**src/hdl/adrv_consts.svh**
```systemverilog
// Purpose: Offsets, field positions, reset values and timing figures of the antenna driver block
// Assumes: 32-bit APB, one register per aligned word
// Notes: Definitions only
`ifndef ADRV_CONSTS_SVH
`define ADRV_CONSTS_SVH

// Register byte offsets
`define ADRV_OFS_CONTROL 8'h00
`define ADRV_OFS_P_CW 8'h04
`define ADRV_OFS_P_MOD 8'h08
`define ADRV_OFS_N_COND 8'h0C
`define ADRV_OFS_FRAMING 8'h10
`define ADRV_OFS_TX_ROUTE 8'h14
`define ADRV_OFS_RX_ROUTE 8'h18
`define ADRV_OFS_STATUS 8'h1C

// Antenna driver control fields
`define ADRV_CTL_FIRST_EN 0
`define ADRV_CTL_SECOND_EN 1
`define ADRV_CTL_FORCE_ASK 2
`define ADRV_CTL_SECOND_CW 3
`define ADRV_CTL_INV1_ON 4
`define ADRV_CTL_INV1_OFF 5
`define ADRV_CTL_INV2_ON 6
`define ADRV_CTL_INV2_OFF 7
`define ADRV_CTL_W 8

// Conductance fields
`define ADRV_P_COND_W 6
`define ADRV_N_COND_W 4
`define ADRV_N_CW_LSB 4
`define ADRV_N_MOD_LSB 0

// Framing fields
`define ADRV_FRM_FRAMING_LSB 0
`define ADRV_FRM_FRAMING_W 2
`define ADRV_FRM_RATE_LSB 4
`define ADRV_FRM_RATE_W 3

// Route select fields
`define ADRV_TXR_DRIVER_LSB 4
`define ADRV_TXR_DRIVER_W 2
`define ADRV_TXR_OUTSEL_LSB 0
`define ADRV_TXR_OUTSEL_W 4
`define ADRV_RXR_UART_LSB 0
`define ADRV_RXR_UART_W 2

// Reset values
`define ADRV_RST_CONTROL 8'h00
`define ADRV_RST_P_CW 6'h3F
`define ADRV_RST_P_MOD 6'h20
`define ADRV_RST_N_COND 8'h88
`define ADRV_RST_FRAMING 7'h00
`define ADRV_RST_TX_ROUTE 6'h10
`define ADRV_RST_RX_ROUTE 2'h0

// Timing figures in kHz, and the crystal divide ratio
`define ADRV_XTAL_KHZ 27120
`define ADRV_CARRIER_KHZ 13560
`define ADRV_XTAL_DIV 2

`endif

```
**src/hdl/adrv_pkg.sv**
```systemverilog
// Purpose: Types of the antenna driver output select block
// Assumes: Constants come from adrv_consts.svh
// Notes: Driver and receive route selections are enumerations
package adrv_pkg;

    typedef enum logic [1:0] {
        DRV_NONE = 2'h0,
        DRV_INTERNAL = 2'h1,
        DRV_SERIAL_PIN = 2'h2,
        DRV_INTERNAL_ALT = 2'h3
    } driver_sel_t;

    typedef enum logic [1:0] {
        RXSRC_LOW = 2'h0,
        RXSRC_SERIAL_PIN = 2'h1,
        RXSRC_ANALOG = 2'h2,
        RXSRC_ANALOG_ALT = 2'h3
    } rx_src_t;

endpackage : adrv_pkg

```
**src/hdl/carrier_divider.sv**
```systemverilog
// Purpose: Divides the crystal clock by two into the carrier and its inverse
// Assumes: i_xtal_clk is an unrelated pin, well below half of i_mclk
// Notes: Each rising crystal edge toggles the carrier
`timescale 1ns/1ps
`include "adrv_consts.svh"

module carrier_divider (
    input wire logic i_mclk,
    input wire logic i_rst_n,
    input wire logic i_xtal_clk,
    output logic o_carrier_clk,
    output logic o_carrier_clk_inverted
);
    logic sync1_reg;
    logic sync2_reg;
    logic prev_reg;
    logic carrier_reg;

    // Two-stage synchroniser, then edge history
    always_ff @(posedge i_mclk) begin
        if (!i_rst_n) begin
            sync1_reg <= 1'b0;
            sync2_reg <= 1'b0;
            prev_reg <= 1'b0;
        end else begin
            sync1_reg <= i_xtal_clk;
            sync2_reg <= sync1_reg;
            prev_reg <= sync2_reg;
        end
    end

    // Toggle per crystal rising edge halves the rate
    always_ff @(posedge i_mclk) begin
        if (!i_rst_n) begin
            carrier_reg <= 1'b0;
        end else if (sync2_reg && !prev_reg) begin
            carrier_reg <= ~carrier_reg;
        end
    end

    assign o_carrier_clk = carrier_reg;
    assign o_carrier_clk_inverted = ~carrier_reg;
endmodule : carrier_divider

```
**src/hdl/antenna_driver_output_select.sv**
```systemverilog
// Purpose: Antenna driver output and conductance selection with APB registers
// Assumes: Envelope and encoder signals are on i_mclk; pins are synchronised here
// Notes: Disabled outputs are held low with zero conductance
`timescale 1ns/1ps
`include "adrv_consts.svh"

// Functional notes
// - Antenna outputs carry carrier modulated by envelope
// - Carrier is crystal clock halved
// - Inversion bit selects inverted carrier
// - Enable low holds outputs low, zero conductance
// - Envelope one picks CW, zero modulation
// - P conductance: separate CW and modulation registers
// - N conductance: one register, two nibbles
// - One driver enabled: shared settings for both
// - Second CW bit forces CW carrier
// - Control register configures both output pins
// - Framing and route registers set rate, drivers
// - Serial switch routes signals to pins
module antenna_driver_output_select #(
    parameter int ADDR_W = 8
) (
    input wire logic i_mclk,
    input wire logic i_rst_n,
    input wire logic i_xtal_clk,
    input wire logic i_psel,
    input wire logic i_penable,
    input wire logic i_pwrite,
    input wire logic [ADDR_W-1:0] i_paddr,
    input wire logic [31:0] i_pwdata,
    output logic [31:0] o_prdata,
    output logic o_pready,
    output logic o_pslverr,
    input wire logic i_envelope,
    input wire logic i_encoded_tx,
    input wire logic i_analog_rx,
    input wire logic i_serial_switch_in_pin,
    output logic o_serial_switch_out_pin,
    output logic o_digital_rx,
    output logic o_antenna_out_first,
    output logic o_antenna_out_second,
    output logic [`ADRV_P_COND_W-1:0] o_first_p_array_conductance,
    output logic [`ADRV_N_COND_W-1:0] o_first_n_array_conductance,
    output logic [`ADRV_P_COND_W-1:0] o_second_p_array_conductance,
    output logic [`ADRV_N_COND_W-1:0] o_second_n_array_conductance,
    output logic [`ADRV_FRM_RATE_W-1:0] o_tx_rate,
    output logic [`ADRV_FRM_FRAMING_W-1:0] o_tx_framing
);
    localparam int CARRIER_RATIO = `ADRV_XTAL_KHZ / `ADRV_CARRIER_KHZ;

    if (ADDR_W < 8 || ADDR_W > 32) begin : g_addr_check
        $error("ADDR_W must be 8 to 32");
    end
    if (CARRIER_RATIO != `ADRV_XTAL_DIV) begin : g_ratio_check
        $error("Carrier must be the crystal clock halved");
    end

    logic [`ADRV_CTL_W-1:0] antenna_driver_control_reg;
    logic [`ADRV_P_COND_W-1:0] p_cw_conductance_reg;
    logic [`ADRV_P_COND_W-1:0] p_mod_conductance_reg;
    logic [2*`ADRV_N_COND_W-1:0] n_conductance_reg;
    logic [`ADRV_FRM_RATE_W+`ADRV_FRM_FRAMING_W+1:0] transmit_framing_reg;
    logic [`ADRV_TXR_DRIVER_W+`ADRV_TXR_OUTSEL_W-1:0] transmit_route_select_reg;
    logic [`ADRV_RXR_UART_W-1:0] receive_route_select_reg;
    logic [31:0] prdata_reg;
    logic slverr_reg;
    logic [31:0] rdata_next;
    logic hit_next;

    logic carrier_clk;
    logic carrier_clk_inverted;
    logic serial_in_sync1_reg;
    logic serial_in_sync2_reg;

    logic carrier_out_enable;
    logic second_out_enable;
    logic full_depth_ask_force;
    logic second_out_continuous_wave;
    logic [1:0] invert_on;
    logic [1:0] invert_off;
    logic [1:0] out_enable;
    logic [1:0] force_cw;
    logic [`ADRV_N_COND_W-1:0] n_cw_conductance;
    logic [`ADRV_N_COND_W-1:0] n_mod_conductance;
    adrv_pkg::driver_sel_t driver_sel;
    adrv_pkg::rx_src_t rx_src;
    logic [`ADRV_TXR_OUTSEL_W-1:0] out_sel;
    logic envelope_sel;

    logic [1:0] pin_next;
    logic [1:0] pin_reg;
    logic [1:0] cw_next;
    logic [1:0] cw_reg;
    logic [`ADRV_P_COND_W-1:0] p_cond_next [2];
    logic [`ADRV_N_COND_W-1:0] n_cond_next [2];
    logic [`ADRV_P_COND_W-1:0] p_cond_reg [2];
    logic [`ADRV_N_COND_W-1:0] n_cond_reg [2];
    logic serial_out_next;
    logic serial_out_reg;
    logic digital_rx_next;
    logic digital_rx_reg;

    logic wr_en;
    logic setup_phase;

    carrier_divider u_carrier_divider (
        .i_mclk(i_mclk),
        .i_rst_n(i_rst_n),
        .i_xtal_clk(i_xtal_clk),
        .o_carrier_clk(carrier_clk),
        .o_carrier_clk_inverted(carrier_clk_inverted)
    );

    // APB phases
    assign setup_phase = i_psel && !i_penable;
    assign wr_en = i_psel && i_penable && i_pwrite && !slverr_reg;

    // Register writes
    always_ff @(posedge i_mclk) begin
        if (!i_rst_n) begin
            antenna_driver_control_reg <= `ADRV_RST_CONTROL;
            p_cw_conductance_reg <= `ADRV_RST_P_CW;
            p_mod_conductance_reg <= `ADRV_RST_P_MOD;
            n_conductance_reg <= `ADRV_RST_N_COND;
            transmit_framing_reg <= `ADRV_RST_FRAMING;
            transmit_route_select_reg <= `ADRV_RST_TX_ROUTE;
            receive_route_select_reg <= `ADRV_RST_RX_ROUTE;
        end else if (wr_en) begin
            unique case (i_paddr[7:0])
                `ADRV_OFS_CONTROL: begin
                    antenna_driver_control_reg <= i_pwdata[`ADRV_CTL_W-1:0];
                end
                `ADRV_OFS_P_CW: begin
                    p_cw_conductance_reg <= i_pwdata[`ADRV_P_COND_W-1:0];
                end
                `ADRV_OFS_P_MOD: begin
                    p_mod_conductance_reg <= i_pwdata[`ADRV_P_COND_W-1:0];
                end
                `ADRV_OFS_N_COND: begin
                    n_conductance_reg <= i_pwdata[2*`ADRV_N_COND_W-1:0];
                end
                `ADRV_OFS_FRAMING: begin
                    transmit_framing_reg <= i_pwdata[`ADRV_FRM_RATE_W+`ADRV_FRM_FRAMING_W+1:0];
                end
                `ADRV_OFS_TX_ROUTE: begin
                    transmit_route_select_reg <= i_pwdata[`ADRV_TXR_DRIVER_W+`ADRV_TXR_OUTSEL_W-1:0];
                end
                `ADRV_OFS_RX_ROUTE: begin
                    receive_route_select_reg <= i_pwdata[`ADRV_RXR_UART_W-1:0];
                end
                default: begin
                end
            endcase
        end
    end

    // Read data and decode for the current address
    always_comb begin
        rdata_next = 32'h0000_0000;
        hit_next = (i_paddr[1:0] == 2'h0) && (i_paddr[ADDR_W-1:5] == '0);
        unique case (i_paddr[4:0])
            5'h00: begin
                rdata_next[`ADRV_CTL_W-1:0] = antenna_driver_control_reg;
            end
            5'h04: begin
                rdata_next[`ADRV_P_COND_W-1:0] = p_cw_conductance_reg;
            end
            5'h08: begin
                rdata_next[`ADRV_P_COND_W-1:0] = p_mod_conductance_reg;
            end
            5'h0C: begin
                rdata_next[2*`ADRV_N_COND_W-1:0] = n_conductance_reg;
            end
            5'h10: begin
                rdata_next[`ADRV_FRM_RATE_W+`ADRV_FRM_FRAMING_W+1:0] = transmit_framing_reg;
            end
            5'h14: begin
                rdata_next[`ADRV_TXR_DRIVER_W+`ADRV_TXR_OUTSEL_W-1:0] = transmit_route_select_reg;
            end
            5'h18: begin
                rdata_next[`ADRV_RXR_UART_W-1:0] = receive_route_select_reg;
            end
            5'h1C: begin
                rdata_next[7:0] = {cw_reg, serial_in_sync2_reg, envelope_sel, pin_reg, carrier_clk, 1'b1};
            end
            default: begin
                hit_next = 1'b0;
            end
        endcase
    end

    // Read data and error latched in the setup cycle
    always_ff @(posedge i_mclk) begin
        if (!i_rst_n) begin
            prdata_reg <= 32'h0000_0000;
            slverr_reg <= 1'b0;
        end else if (setup_phase) begin
            prdata_reg <= (i_pwrite || !hit_next) ? 32'h0000_0000 : rdata_next;
            slverr_reg <= !hit_next || (i_pwrite && i_paddr[4:0] == 5'h1C);
        end
    end

    assign o_prdata = prdata_reg;
    assign o_pready = 1'b1;
    assign o_pslverr = i_psel && i_penable && slverr_reg;

    // Serial switch input pin synchroniser
    always_ff @(posedge i_mclk) begin
        if (!i_rst_n) begin
            serial_in_sync1_reg <= 1'b0;
            serial_in_sync2_reg <= 1'b0;
        end else begin
            serial_in_sync1_reg <= i_serial_switch_in_pin;
            serial_in_sync2_reg <= serial_in_sync1_reg;
        end
    end

    // Field extraction
    assign carrier_out_enable = antenna_driver_control_reg[`ADRV_CTL_FIRST_EN];
    assign second_out_enable = antenna_driver_control_reg[`ADRV_CTL_SECOND_EN];
    assign full_depth_ask_force = antenna_driver_control_reg[`ADRV_CTL_FORCE_ASK];
    assign second_out_continuous_wave = antenna_driver_control_reg[`ADRV_CTL_SECOND_CW];
    assign invert_on = {antenna_driver_control_reg[`ADRV_CTL_INV2_ON], antenna_driver_control_reg[`ADRV_CTL_INV1_ON]};
    assign invert_off = {antenna_driver_control_reg[`ADRV_CTL_INV2_OFF],
                         antenna_driver_control_reg[`ADRV_CTL_INV1_OFF]};
    assign out_enable = {second_out_enable, carrier_out_enable};
    assign force_cw = {second_out_continuous_wave, 1'b0};
    assign n_cw_conductance = n_conductance_reg[`ADRV_N_CW_LSB+`ADRV_N_COND_W-1:`ADRV_N_CW_LSB];
    assign n_mod_conductance = n_conductance_reg[`ADRV_N_MOD_LSB+`ADRV_N_COND_W-1:`ADRV_N_MOD_LSB];
    assign driver_sel = adrv_pkg::driver_sel_t'(transmit_route_select_reg[`ADRV_TXR_DRIVER_LSB+:`ADRV_TXR_DRIVER_W]);
    assign out_sel = transmit_route_select_reg[`ADRV_TXR_OUTSEL_LSB+:`ADRV_TXR_OUTSEL_W];
    assign rx_src = adrv_pkg::rx_src_t'(receive_route_select_reg[`ADRV_RXR_UART_LSB+:`ADRV_RXR_UART_W]);
    assign o_tx_rate = transmit_framing_reg[`ADRV_FRM_RATE_LSB+:`ADRV_FRM_RATE_W];
    assign o_tx_framing = transmit_framing_reg[`ADRV_FRM_FRAMING_LSB+:`ADRV_FRM_FRAMING_W];

    // Envelope source chosen by the driver route field
    always_comb begin
        unique case (driver_sel)
            adrv_pkg::DRV_NONE: begin
                envelope_sel = 1'b1;
            end
            adrv_pkg::DRV_INTERNAL: begin
                envelope_sel = i_envelope;
            end
            adrv_pkg::DRV_SERIAL_PIN: begin
                envelope_sel = serial_in_sync2_reg;
            end
            adrv_pkg::DRV_INTERNAL_ALT: begin
                envelope_sel = i_envelope;
            end
        endcase
    end

    // Per-output pin and conductance selection
    for (genvar ch = 0; ch < 2; ch++) begin : g_chan
        always_comb begin
            pin_next[ch] = 1'b0;
            cw_next[ch] = 1'b0;
            p_cond_next[ch] = '0;
            n_cond_next[ch] = '0;
            if (out_enable[ch]) begin
                if (force_cw[ch]) begin
                    cw_next[ch] = 1'b1;
                    pin_next[ch] = invert_on[ch] ? carrier_clk_inverted : carrier_clk;
                end else if (envelope_sel) begin
                    cw_next[ch] = 1'b1;
                    pin_next[ch] = invert_on[ch] ? carrier_clk_inverted : carrier_clk;
                end else if (full_depth_ask_force) begin
                    pin_next[ch] = 1'b0;
                end else begin
                    pin_next[ch] = invert_off[ch] ? carrier_clk_inverted : carrier_clk;
                end
                // Both drivers read the same shared settings
                p_cond_next[ch] = cw_next[ch] ? p_cw_conductance_reg : p_mod_conductance_reg;
                n_cond_next[ch] = cw_next[ch] ? n_cw_conductance : n_mod_conductance;
            end
        end

        always_ff @(posedge i_mclk) begin
            if (!i_rst_n) begin
                pin_reg[ch] <= 1'b0;
                cw_reg[ch] <= 1'b0;
                p_cond_reg[ch] <= '0;
                n_cond_reg[ch] <= '0;
            end else begin
                pin_reg[ch] <= pin_next[ch];
                cw_reg[ch] <= cw_next[ch];
                p_cond_reg[ch] <= p_cond_next[ch];
                n_cond_reg[ch] <= n_cond_next[ch];
            end
        end
    end

    assign o_antenna_out_first = pin_reg[0];
    assign o_antenna_out_second = pin_reg[1];
    assign o_first_p_array_conductance = p_cond_reg[0];
    assign o_first_n_array_conductance = n_cond_reg[0];
    assign o_second_p_array_conductance = p_cond_reg[1];
    assign o_second_n_array_conductance = n_cond_reg[1];

    // Serial switch output pin source
    always_comb begin
        unique case (out_sel)
            4'h0: serial_out_next = 1'b0;
            4'h1: serial_out_next = 1'b1;
            4'h2: serial_out_next = envelope_sel;
            4'h3: serial_out_next = carrier_clk;
            4'h4: serial_out_next = i_encoded_tx;
            4'h5: serial_out_next = i_analog_rx;
            4'h6: serial_out_next = pin_reg[0];
            4'h7: serial_out_next = pin_reg[1];
            default: serial_out_next = 1'b0;
        endcase
    end

    // Digital receiver input source
    always_comb begin
        unique case (rx_src)
            adrv_pkg::RXSRC_LOW: begin
                digital_rx_next = 1'b0;
            end
            adrv_pkg::RXSRC_SERIAL_PIN: begin
                digital_rx_next = serial_in_sync2_reg;
            end
            adrv_pkg::RXSRC_ANALOG: begin
                digital_rx_next = i_analog_rx;
            end
            adrv_pkg::RXSRC_ANALOG_ALT: begin
                digital_rx_next = i_analog_rx;
            end
        endcase
    end

    always_ff @(posedge i_mclk) begin
        if (!i_rst_n) begin
            serial_out_reg <= 1'b0;
            digital_rx_reg <= 1'b0;
        end else begin
            serial_out_reg <= serial_out_next;
            digital_rx_reg <= digital_rx_next;
        end
    end

    assign o_serial_switch_out_pin = serial_out_reg;
    assign o_digital_rx = digital_rx_reg;
endmodule : antenna_driver_output_select

```
**config.mk**
```make
export PLATFORM = sky130hd
export DESIGN_NAME = antenna_driver_output_select
export DESIGN_NICKNAME = d
export VERILOG_FILES = /design/src/hdl/adrv_pkg.sv /design/src/hdl/carrier_divider.sv /design/src/hdl/antenna_driver_output_select.sv
export VERILOG_INCLUDE_DIRS = /design/src /design/src/hdl
export SDC_FILE = /design/constraint.sdc
export NUM_CORES = 1
export LEC_CHECK = 0
export BUFFER_PORTS_ARGS = -buffer_cell sky130_fd_sc_hd__buf_4
export CORE_MARGIN = 2
export CORE_UTILIZATION = 52
export DETAILED_ROUTE_END_ITERATION = 10
export PLACE_DENSITY = 0.8
export REMOVE_ABC_BUFFERS = 1
export SLEW_MARGIN = 20
export SYNTH_ARGS = -nofsm -noshare
export SYNTH_HDL_FRONTEND = slang
export SYNTH_HIERARCHICAL = 1
export SYNTH_SLANG_ARGS = --single-unit
export TNS_END_PERCENT = 1
```
**constraint.sdc**
```tcl
create_clock -name i_mclk -period 2.27 [get_ports i_mclk]
set_input_delay 0.3405 -clock i_mclk [delete_from_list [all_inputs] [get_ports i_mclk]]
set_output_delay 0.3405 -clock i_mclk [all_outputs]
set_load 0.005 [all_outputs]
```
==> impl_metrics.yaml <==
routing:
  routed_wl_mm: 10.3
  postRouteAntennaNets: 0
  dr.pass1.iters: 4
  wl_per_cell_um: 17.8
  via_count: 3268
  routed_via_density: 5.64
  drc_errors: 0
  drtIter0Drc: 169
worst_setup_path:
  path_buf_inv: 0
  endpoint: "p_cond_reg[1][0]"
  worst_setup_path_end_kind: "register"
  r2r-end: "p_cond_reg[1][0]"
  critPathSlowestCell: "o21ba_2"
  setup.worst_path.class: "reg -> reg"
  ff2ff_path_depth: 4
  max_stage_delay_ps: 540
  crit_cells: 4
  cp.required_ps: 2500
  crit_path_start: "transmit_route_select_reg[5]"
  cp_max_fo: 13
  path_cells: "nor3b_1, o21ba_2, mux2i_1, nor2_1"
  ff2ff_setup_slack_ps: 500
  critPathTopFamily: "compound AO/OA/AOI/OAI gates"
  crit_arrival_ps: 2000
  r2r_start: "transmit_route_select_reg[5]"
  cp-start-kind: "register"
synthesis:
  ys_ff_latch: 84
  synth-seq-area-share: 0.426
  synth_cell_type_count: 50
  synth_cells: 412
  synth.avg_cell_area_um2: 9.58
  yosys_warnings: 6
  synth-edff-count: 0
  syn_area_um2: 3950
  synth_flop_cell: "dfxtp_1"
  synth-async-reset-ratio: 0
global_routing:
  grt_max_degree: 38
  track_usage: 0.252
  grt_pass1_wl_mm: 16.0
  grt_pass1_vias: 3078
  overflow: 0
  antenna_found_initial: 0
timing:
  report.final.slew_viol_count: 0
  setup_viol: 0
  finalClockSkew_ps: 8.65
  rsz0062_at_grt: "no"
  slew_headroom: 0.580
  tns_ps: 0
  fin_crit_ps: 1770
  timing.fmax_mhz: 565
  fin_crit_sh: 0.779
  hold_viol_final: 0
  worstMarginPinSlew_ps: 629
power:
  vdd_drop_max_uv: 301
  power.total_mw: 3.12
  p_leak_nw: 1.92
  p_per_area_nw_per_um2: 660
clock_network:
  clk_latency_ps: 360
  cts_max_level: 3
  post_cts_buffers: 0
  cts_root_buf: "clkbuf_8"
  clk_pin_slew_ps: 80
  numCtsBuffers: 9
  post_cts_resized: 0
  cts_buffer_depth: 2
  tritoncts: "yes"
  cts.sinks: 84
  holdBufCountCts: 0
final_layout:
  register_area_um2: 1680
  largest_reg_flops: 12
  fill_cells: 592
  area_growth_pct: 19.8
  layout-drive-gt1-share: 0.235
  final_net_count: 526
  n_antenna_cell: 0
  multi_input_area_um2: 2020
die:
  die_h_um: 91.1
  die_w_um: 91.1
  initial_core_util: 0.541
  rows: 31
  die-area_um2: 8300
  pin_count: 113
  core_um2: 7290
min_path:
  min_path_type: "in -> reg"
  hold_start: "i_xtal_clk"
place:
  gp_congestion: 0.942
  portBuffers: 63
  post-dp-hpwl_mm: 7.05
run:
  max_cap_violations: 0
outcome:
  status: "complete, no violations"
==> worst min-delay path by stage <==
stage | end | depth (start not counted) | slack (ps)
after detailed placement | serial_in_sync2_reg | 1 | 420
final | u_carrier_divider/sync1_reg | 2 | 170
after global routing | serial_in_sync1_reg | 2 | 170
after CTS | u_carrier_divider/sync1_reg | 2 | 170
after floorplan | n_conductance_reg[3] | 1 | 400
after global placement | u_carrier_divider/sync2_reg | 1 | 420
==> per-layer routing <==
layer  part of all wire  global-route usage  up-vias  routed length (um)
met2               0.47               0.401      143                4810
met3              0.072              0.0423       30                 742
met5                  0                   0        -                   0
li1                   -                   -     1530                   -
met1               0.43               0.325     1565                4410
met4              0.032               0.136        0                 330
==> placed cells by master, fill, tap and decap left out, types with 2 or more instances in the layout <==
cell type,Yosys,routed
nand4bb_1,3,3
conb_1,2,25
o21ai_0,8,8
buf_4,30,79
o31ai_1,2,2
nand2_1,23,23
and2_1,8,8
a221oi_1,10,10
dfxtp_1,84,84
or3b_2,2,2
nor3_1,4,4
nand3_1,6,6
nor4_4,5,5
nor3b_1,2,2
nand2b_1,2,2
and3_1,2,2
or2_2,2,2
a21oi_1,7,7
nor2_1,71,71
inv_1,4,4
nor2b_1,5,5
or4_1,2,2
mux2_2,2,2
or3_1,3,3
mux2i_1,72,72
or4b_1,2,2
nand3b_1,6,6
bufinv_16,0,4
a31oi_1,3,3
clkbuf_8,0,11
a311oi_1,2,2
==> cell type report <==
class                      instances  area share
clock inverter                     4      0.0254
sequential                        84       0.356
multi-input combinational        297       0.427
timing repair buffer              80       0.130
tap                               99      0.0262
clock buffer                      11      0.0320
inverter                           4     0.00318
==> cells in the mapped netlist, types with 3 or more instances <==
| master | n | area (um^2) |
|---|---|---|
| dfxtp_1 | 84 | 1680 |
| mux2i_1 | 72 | 721 |
| nor2_1 | 71 | 267 |
| buf_4 | 30 | 225 |
| nand2_1 | 23 | 86.3 |
| clkbuf_1 | 13 | 48.8 |
| a221oi_1 | 10 | 87.6 |
| and2_1 | 8 | 50.1 |
| o21ai_0 | 8 | 40.0 |
| a21oi_1 | 7 | 35.0 |
| buf_2 | 6 | 30.0 |
| nand3_1 | 6 | 30.0 |
| nand3b_1 | 6 | 45.0 |
| nor2b_1 | 5 | 31.3 |
| nor4_4 | 5 | 106 |
| inv_1 | 4 | 15.0 |
| nor3_1 | 4 | 20.0 |
| a31oi_1 | 3 | 18.8 |
| nand4bb_1 | 3 | 33.8 |
| or3_1 | 3 | 18.8 |
==> worst register-to-register path: cells and delay by family, from the launching register on <==
kind / cells / cell delay (ps)
AND/OR/NAND/NOR: 2 / 470
multiplexers: 1 / 260
flip-flops: 1 / 370
AO/OA/AOI/OAI: 1 / 540
==> stage by stage <==
step | std cells | hold WS [ps] | worst slack, ps | area [um^2] | utilization
finish | 579 | 174 | 501 | 4720 | 0.648
global route | 579 | 167 | 349 | 4720 | 0.648
CTS | 579 | 169 | 552 | 4720 | 0.648
detailed placement | 564 | 424 | 221 | 4450 | 0.611
global placement | 564 | 415 | 229 | 4450 | 0.611
floorplan | 385 | 402 | 198 | 3720 | -
==> where the power goes <==
group	internal (mW)	switching, mW	total [mW]
Combinational	0.0801	0.128	0.208
Sequential	1.48	0.00507	1.48
Clock	0.896	0.531	1.43
==> kinds of logic (layout without fill, tap and decap cells) <==
logic type	Yosys count	after routing	share of synthesized area
AO/OA/AOI/OAI	44	44	0.0818
buffers and inverters	54	99	0.0837
flip-flops	84	84	0.426
multiplexers	74	74	0.188
other	2	25	0.00190
AND/OR/NAND/NOR	154	154	0.218
No activity file was read; power rests on OpenSTA's default activity.
